### src/verilog/mcc_pkg.sv
// Constants and carrier types for the multicast and collision counters.
// Assumes a MAC on the same clock that reports each finished frame once.

package mcc_pkg;

  // ***************************************************************
  // Register byte offsets
  // ***************************************************************
  localparam logic [7:0] MCAST_RX_OCT_OFS = 8'hAC;
  localparam logic [7:0] MCAST_TX_OCT_OFS = 8'hD4;
  localparam logic [7:0] MULTI_COL_OFS = 8'hD8;

  // ***************************************************************
  // Counter values
  // ***************************************************************
  localparam logic [31:0] CNT_RESET = 32'h0000_0000;
  localparam logic [31:0] CNT_MAX = 32'hFFFF_FFFF;
  localparam logic [31:0] STATS_THRESHOLD = 32'hC000_0000;
  localparam logic [31:0] VLAN_TAG_OCTETS = 32'h0000_0004;
  localparam logic [31:0] ONE_FRAME = 32'h0000_0001;
  localparam logic [31:0] RDATA_UNMAPPED = 32'h0000_0000;
  localparam logic [4:0] MULTI_COL_MIN = 5'h02;

  // ***************************************************************
  // Bit positions in the counter mask input
  // ***************************************************************
  localparam int MASK_RX_OCT = 0;
  localparam int MASK_TX_OCT = 1;
  localparam int MASK_MCOL = 2;

  // ***************************************************************
  // Carriers
  // ***************************************************************
  typedef struct packed {
    logic done;
    logic ok;
    logic groupDest;
    logic broadcastDest;
    logic vlanTagged;
    logic [4:0] collisions;
    logic [15:0] octets;
  } mcc_frame_t;

  typedef struct packed {
    logic read;
    logic write;
    logic [7:0] addr;
    logic [31:0] wdata;
  } mcc_reg_req_t;

endpackage

### src/verilog/mcc_counters.sv
// Three statistics counters: multicast octets in and out, and frames
// sent after several collisions. Assumes frame reports and register
// strobes come from logic on clk, one cycle wide each.

`timescale 1ns/10ps

// *****************************************************************
// One counter with write port and threshold detection
// *****************************************************************
module mcc_counter (
  input wire logic clk,
  input wire logic rst_n,
  input wire logic swReset,
  input wire logic inc,
  input wire logic [31:0] amount,
  input wire logic wrEn,
  input wire logic [31:0] wrData,
  output logic [31:0] count,
  output logic hit
);
  logic [31:0] count_q;
  logic [31:0] count_d;
  logic hit_q;
  logic hit_d;
  logic [32:0] sum;

  // Next count: reset, then write, then frame increment
  always_comb begin
    sum = {1'b0, count_q} + {1'b0, amount};
    count_d = count_q;
    hit_d = 1'b0;
    if (swReset) begin
      count_d = mcc_pkg::CNT_RESET;
    end else if (wrEn) begin
      count_d = wrData;
    end else if (inc) begin
      count_d = sum[31:0]; // Wraps past all ones
      hit_d = (count_q < mcc_pkg::STATS_THRESHOLD) &&
              (sum >= {1'b0, mcc_pkg::STATS_THRESHOLD});
    end
  end

  // Count and hit registers
  always_ff @(posedge clk or negedge rst_n) begin
    if (!rst_n) begin
      count_q <= mcc_pkg::CNT_RESET;
      hit_q <= 1'b0;
    end else begin
      count_q <= count_d;
      hit_q <= hit_d;
    end
  end

  // Registered outputs
  assign count = count_q;
  assign hit = hit_q;
endmodule

// *****************************************************************
// Top: frame qualification, register access, event output
// *****************************************************************
module mcc_counters (
  input wire logic clk,
  input wire logic rst_n,
  input wire logic swReset,
  input wire logic statsGlobalEnable,
  input wire logic [2:0] statsCounterMask,
  input wire mcc_pkg::mcc_frame_t rxFrame,
  input wire mcc_pkg::mcc_frame_t txFrame,
  input wire mcc_pkg::mcc_reg_req_t regReq,
  output logic [31:0] regRdata,
  output logic regRdValid,
  output logic statsThresholdEvent
);
  logic rxOctInc;
  logic txOctInc;
  logic mcolInc;
  logic [31:0] rxAmount;
  logic [31:0] txAmount;
  logic wrRx;
  logic wrTx;
  logic wrMcol;
  logic [31:0] rxOctCount;
  logic [31:0] txOctCount;
  logic [31:0] mcolCount;
  logic rxHit;
  logic txHit;
  logic mcolHit;
  logic [31:0] rdata_q;
  logic [31:0] rdata_d;
  logic rdValid_q;
  logic rdValid_d;

  // Qualify finished frames; failed frames never count
  always_comb begin
    rxOctInc = rxFrame.done && rxFrame.ok && rxFrame.groupDest &&
               !rxFrame.broadcastDest && statsGlobalEnable &&
               !statsCounterMask[mcc_pkg::MASK_RX_OCT];
    txOctInc = txFrame.done && txFrame.ok && txFrame.groupDest &&
               !txFrame.broadcastDest && statsGlobalEnable &&
               !statsCounterMask[mcc_pkg::MASK_TX_OCT];
    mcolInc = txFrame.done && txFrame.ok &&
              (txFrame.collisions >= mcc_pkg::MULTI_COL_MIN) &&
              statsGlobalEnable &&
              !statsCounterMask[mcc_pkg::MASK_MCOL];
  end

  // Octet amounts with the four tag octets added for tagged frames only
  always_comb begin
    rxAmount = {16'h0000, rxFrame.octets} +
               (rxFrame.vlanTagged ? mcc_pkg::VLAN_TAG_OCTETS :
                                     mcc_pkg::CNT_RESET);
    txAmount = {16'h0000, txFrame.octets} +
               (txFrame.vlanTagged ? mcc_pkg::VLAN_TAG_OCTETS :
                                     mcc_pkg::CNT_RESET);
  end

  // Write decode
  always_comb begin
    wrRx = regReq.write && (regReq.addr == mcc_pkg::MCAST_RX_OCT_OFS);
    wrTx = regReq.write && (regReq.addr == mcc_pkg::MCAST_TX_OCT_OFS);
    wrMcol = regReq.write && (regReq.addr == mcc_pkg::MULTI_COL_OFS);
  end

  // Counter instances
  mcc_counter uRxOct (
    .clk(clk),
    .rst_n(rst_n),
    .swReset(swReset),
    .inc(rxOctInc),
    .amount(rxAmount),
    .wrEn(wrRx),
    .wrData(regReq.wdata),
    .count(rxOctCount),
    .hit(rxHit)
  );

  mcc_counter uTxOct (
    .clk(clk),
    .rst_n(rst_n),
    .swReset(swReset),
    .inc(txOctInc),
    .amount(txAmount),
    .wrEn(wrTx),
    .wrData(regReq.wdata),
    .count(txOctCount),
    .hit(txHit)
  );

  mcc_counter uMcol (
    .clk(clk),
    .rst_n(rst_n),
    .swReset(swReset),
    .inc(mcolInc),
    .amount(mcc_pkg::ONE_FRAME),
    .wrEn(wrMcol),
    .wrData(regReq.wdata),
    .count(mcolCount),
    .hit(mcolHit)
  );

  // Read mux; unmapped offsets read zero
  always_comb begin
    rdata_d = rdata_q;
    rdValid_d = regReq.read;
    if (regReq.read) begin
      case (regReq.addr)
        mcc_pkg::MCAST_RX_OCT_OFS: rdata_d = rxOctCount;
        mcc_pkg::MCAST_TX_OCT_OFS: rdata_d = txOctCount;
        mcc_pkg::MULTI_COL_OFS: rdata_d = mcolCount;
        default: rdata_d = mcc_pkg::RDATA_UNMAPPED;
      endcase
    end
  end

  // Read data registers
  always_ff @(posedge clk or negedge rst_n) begin
    if (!rst_n) begin
      rdata_q <= mcc_pkg::RDATA_UNMAPPED;
      rdValid_q <= 1'b0;
    end else begin
      rdata_q <= rdata_d;
      rdValid_q <= rdValid_d;
    end
  end

  // Outputs straight from flip-flops, event is an OR of hit flops
  assign regRdata = rdata_q;
  assign regRdValid = rdValid_q;
  assign statsThresholdEvent = rxHit || txHit || mcolHit;

  // No software clear or register write competing with a frame
  logic quiet;
  assign quiet = !swReset && !regReq.write;
endmodule

### config.mk
export PLATFORM = sky130hd
export DESIGN_NAME = mcc_counters
export DESIGN_NICKNAME = d
export VERILOG_FILES = /design/src/verilog/mcc_pkg.sv /design/src/verilog/mcc_counters.sv
export SDC_FILE = /design/constraint.sdc
export NUM_CORES = 1
export LEC_CHECK = 0
export ABC_AREA = 1
export BUFFER_PORTS_ARGS = -buffer_cell sky130_fd_sc_hd__buf_2
export CORE_MARGIN = 5
export CORE_UTILIZATION = 45
export CTS_CLUSTER_DIAMETER = 60
export DETAILED_ROUTE_END_ITERATION = 7
export PLACE_DENSITY_LB_ADDON = 0.12
export SYNTH_ARGS = -nofsm -noshare
export SYNTH_HDL_FRONTEND = slang
export SYNTH_SLANG_ARGS = --single-unit
### constraint.sdc
create_clock -name clk -period 2.91 [get_ports clk]
set_clock_uncertainty 0.1 [all_clocks]
set_input_delay 0.291 -clock clk [delete_from_list [all_inputs] [get_ports clk]]
set_output_delay 0.291 -clock clk [all_outputs]
set_load 0.03 [all_outputs]
==> results.toml <==
[run_status]
outcome = "finished clean"

[drt]
antenna_left = 0
drc = 0
drt_iter0_drc = 1056
vias = 11547
wl_per_cell_um = 19.40
vias_per_cell = 5.488
first_pass_iters = 6
totalWireLength_um = 40810

[hold_path]
worstHoldStart = "regReq[19]"
worstHoldPathCells = 3
hp-class = "primary input to register"
hold_path_end = "uMcol.count[19]"

[worst_setup_path]
rr_endpoint = "uRxOct.count[21]"
start_kind = "register"
arrival_ns = 2.89
cp_slowest_cell = "fa_1"
worstPathCellList = "inv_2 -> fa_1 -> fa_1 -> inv_1 -> nand3_1 -> nand3_1 -> nand2_1 -> nand2_2 -> nand2_1 -> nand2_1 -> nand2_1 -> nand3_1 -> nand3_1 -> nand2_1 -> o21ai_0"
critPathMaxStageDelay_ns = 0.47
path_class = "register to register"
crit_family = "adder cells"
path_buf_inv = 2
critPathCaptureType = "register"
reg2reg_from = "uRxOct.count[2]"
worst_r2r_path_depth = 15
r2r_setup_slack_ns = 0.21
cp.required_ns = 3.10
cpMostUsedCell = "nand2_1"
path_max_fanout = 3

[cts]
postCtsSetupRepairBufs = 0
h-tree-depth = 4
cts.path.max_buffers = 2
clock_latency_ns = 0.43
cts_tree = "built"
clk_pin_slew_ns = 0.06
cts-buffers-inserted = 17
cts-root-buf = "clkbuf_16"
cts.sinks = 132

[global_routing]
grt.met1_usage = 0.4224
grt_pass1_vias = 10835
grt_max_degree = 72
track_usage = 0.3030
antenna_found_initial = 0
grt_busiest_layer = "met2"
grt_pass1_wl_um = 62690
use_met3 = 0.04842
grt_use_met2 = 0.4818
grt.overflow.total = 0

[pwr]
cellLeakagePower_uw = 0.006497
powerDensity_nw_per_um2 = 607.6
vdd_ir_drop_max_uv = 404.5
p_total_uw = 7553

[floorplanning]
initial_core_util = 0.4591
dieHeight_um = 165.0
row_count = 56
io_pins = 135
dieArea_um2 = 27220
core_area_um2 = 23540
die_x_um = 165.0

[run]
cap_violations = 0

[sta]
whs_ns = 0.02691
clock.fmax_mhz = 370.6
relSlewSlack = 0.4992
tns_ns = 0
drv_slew = 0
min_period_ns = 2.698
setup_ws_ns = 0.2117
worst_pin_slew_ns = 0.7504
rsz0062_at_grt = "false"
hold_violations = 0
setup_viol_count_final = 0
min_period_over_period = 0.9273

[synthesis]
ys_seq_area_frac = 0.3056
ys_ff_latch = 132
ys.warnings.count = 0
synthCells = 1649
syn_area_um2 = 10810
synth_cell_types = 42
syn_avg_cell_area_um2 = 6.555
synth_nets = 1818

[final_layout]
area_growth_syn_to_layout_pct = 15.00
num-nets-final = 1941
final_cells = 2104
antennaDiodeCount = 0
final_layout_size_suffix_gt1_frac = 0.1305

[placement]
hpwl_um = 32580
dp_cells = 2070
portBuffers = 128
pre_cts_ws_ns = 0.1639
routabilityCongestion = 0.9742
-- worst reg2reg max path, cell delays in order, from the launching register on --
cell and delay [ns]:
dfrtp_1 0.37, inv_2 0.09, fa_1 0.47, fa_1 0.47, inv_1 0.10, nand3_1 0.07
nand3_1 0.12, nand2_1 0.08, nand2_2 0.10, nand2_1 0.06, nand2_1 0.12, nand2_1 0.09
nand3_1 0.08, nand3_1 0.08, nand2_1 0.06, o21ai_0 0.09
-- final cells by class --
cell class / count / area [µm²]
Clock buffer: 19 / 442.9
Multi-Input combinational cell: 1258 / 6482
Clock inverter: 13 / 150.1
Fill cell: 2461 / 11110
Sequential cell: 132 / 3303
Tap cell: 319 / 399.1
Timing Repair Buffer: 153 / 864.6
Inverter: 210 / 788.3
-- what timing repair did --
action | 4_1_cts | 5_1_grt
setup endpoints to repair | 0 | 6
resized for setup | 0 | 4
hold endpoints to repair | 69 | 0
hold buffers | 2 | 0
-- kinds of logic (layout without fill, tap and decap cells) --
family          count (synthesis)  after routing  share of synthesized area
fa+ha+maj                      68             68                    0.08149
simple gates                  854            854                     0.3311
buf+inv                       259            395                    0.09550
xor+xnor                       45             45                    0.03646
flops                         132            132                     0.3056
compound gates                291            291                     0.1499
-- registers in the layout (all words and copies together) (netlist names) --
| signal | count |
|---|---|
| uRxOct.hit | 1 |
| regRdValid | 1 |
| uTxOct.hit | 1 |
| uTxOct.count | 32 |
| uMcol.count | 32 |
| uMcol.hit | 1 |
| regRdata | 32 |
| uRxOct.count | 32 |
-- through the flow --
step | utilization | instance area, µm²
floorplan | - | 10810
global placement | 0.5016 | 11810
detailed placement | 0.5016 | 11810
CTS | 0.5276 | 12420
global route | 0.5280 | 12430
finish | 0.5280 | 12430
-- cell usage after synthesis --
library cell	count	area, µm²
nand3b_1	1	7.510
nand3_4	1	17.52
buf_4	4	30.03
o31ai_2	1	12.51
nor2_1	104	390.4
a21oi_2	21	183.9
inv_1	201	754.5
nor2_8	1	20.02
buf_6	3	33.78
o211ai_1	7	52.55
fa_1	4	80.08
or2_4	1	8.760
nand4_1	12	75.07
nor2_2	2	12.51
nand2_1	549	2061
dfrtp_1	132	3303
nand2_4	2	22.52
clkinv_1	2	7.510
or2_2	1	6.260
o22ai_1	32	200.2
o21bai_1	7	52.55
ha_1	64	800.8
buf_2	18	90.09
xor2_1	37	324.1
nor3_2	4	40.04
inv_2	7	26.28
nor3b_1	2	15.01
nand3_2	1	10.01
or3_1	1	6.260
a21oi_1	85	425.4
nor4b_1	1	8.760
o21ai_1	38	190.2
buf_1	1	3.750
nand2_2	4	25.02
xnor2_1	8	70.07
o21ai_0	99	495.5
nor3_1	30	150.1
a21boi_0	1	7.510
nand3_1	126	630.6
and3b_1	1	8.760
clkbuf_1	23	86.33
nor4_1	10	62.56
-- how the worst max path moves through the flow --
stage,slack (ns),cells past startpoint,endpoint,start
6_report,0.21,15,uRxOct.count[21],uRxOct.count[2]
4_1_cts,0.13,15,uRxOct.count[21],uRxOct.count[2]
3_3_place_gp,0.18,13,uTxOct.hit,txFrame[2]
5_1_grt,0.001,13,uTxOct.count[31],uTxOct.count[2]
2_1_floorplan,0.51,15,uRxOct.count[21],uRxOct.count[2]
3_5_place_dp,0.16,15,uRxOct.count[21],uRxOct.count[2]
-- power by group --
part | total (µW) | leakage (µW) | switching, µW | internal (µW)
sequential | 2300 | 0.00181 | 256 | 2050
clock | 2210 | 0.000273 | 916 | 1300
combinational | 3040 | 0.00442 | 1970 | 1070
total | 7550 | 0.00650 | 3140 | 4410
-- cells in the final DEF, fill, tap and decap left out, types with 2 or more instances in the layout --
| cell | instances |
|---|---|
| o211ai_1 | 7 |
| nand2_4 | 2 |
| clkinv_4 | 3 |
| o21ai_1 | 38 |
| inv_2 | 9 |
| dlygate4sd3_1 | 2 |
| xnor2_1 | 8 |
| nor2_2 | 2 |
| nor3_2 | 4 |
| a21oi_1 | 84 |
| ha_1 | 64 |
| nand2_1 | 547 |
| nand2_2 | 6 |
| buf_4 | 21 |
| xor2_1 | 37 |
| o21ai_0 | 99 |
| buf_2 | 127 |
| clkbuf_16 | 17 |
| nor3_1 | 30 |
| inv_1 | 200 |
| fa_1 | 4 |
| clkinvlp_4 | 5 |
| nand4_1 | 12 |
| inv_6 | 3 |
| dfrtp_1 | 132 |
| nand3_1 | 126 |
| bufinv_16 | 2 |
| o22ai_1 | 32 |
| buf_12 | 2 |
| nor3b_1 | 2 |
| nor4_1 | 10 |
| nor2_1 | 104 |
| o21bai_1 | 7 |
| a21oi_2 | 22 |
-- layer usage --
layer | wire length [µm] | vias up | share of wire
li1 | - | 5602 | -
met1 | 18070 | 5422 | 0.44
met2 | 18370 | 463 | 0.45
met3 | 3119 | 60 | 0.076
met4 | 1249 | 0 | 0.031
met5 | 0 | - | 0
No activity file was read; power rests on OpenSTA's default activity.
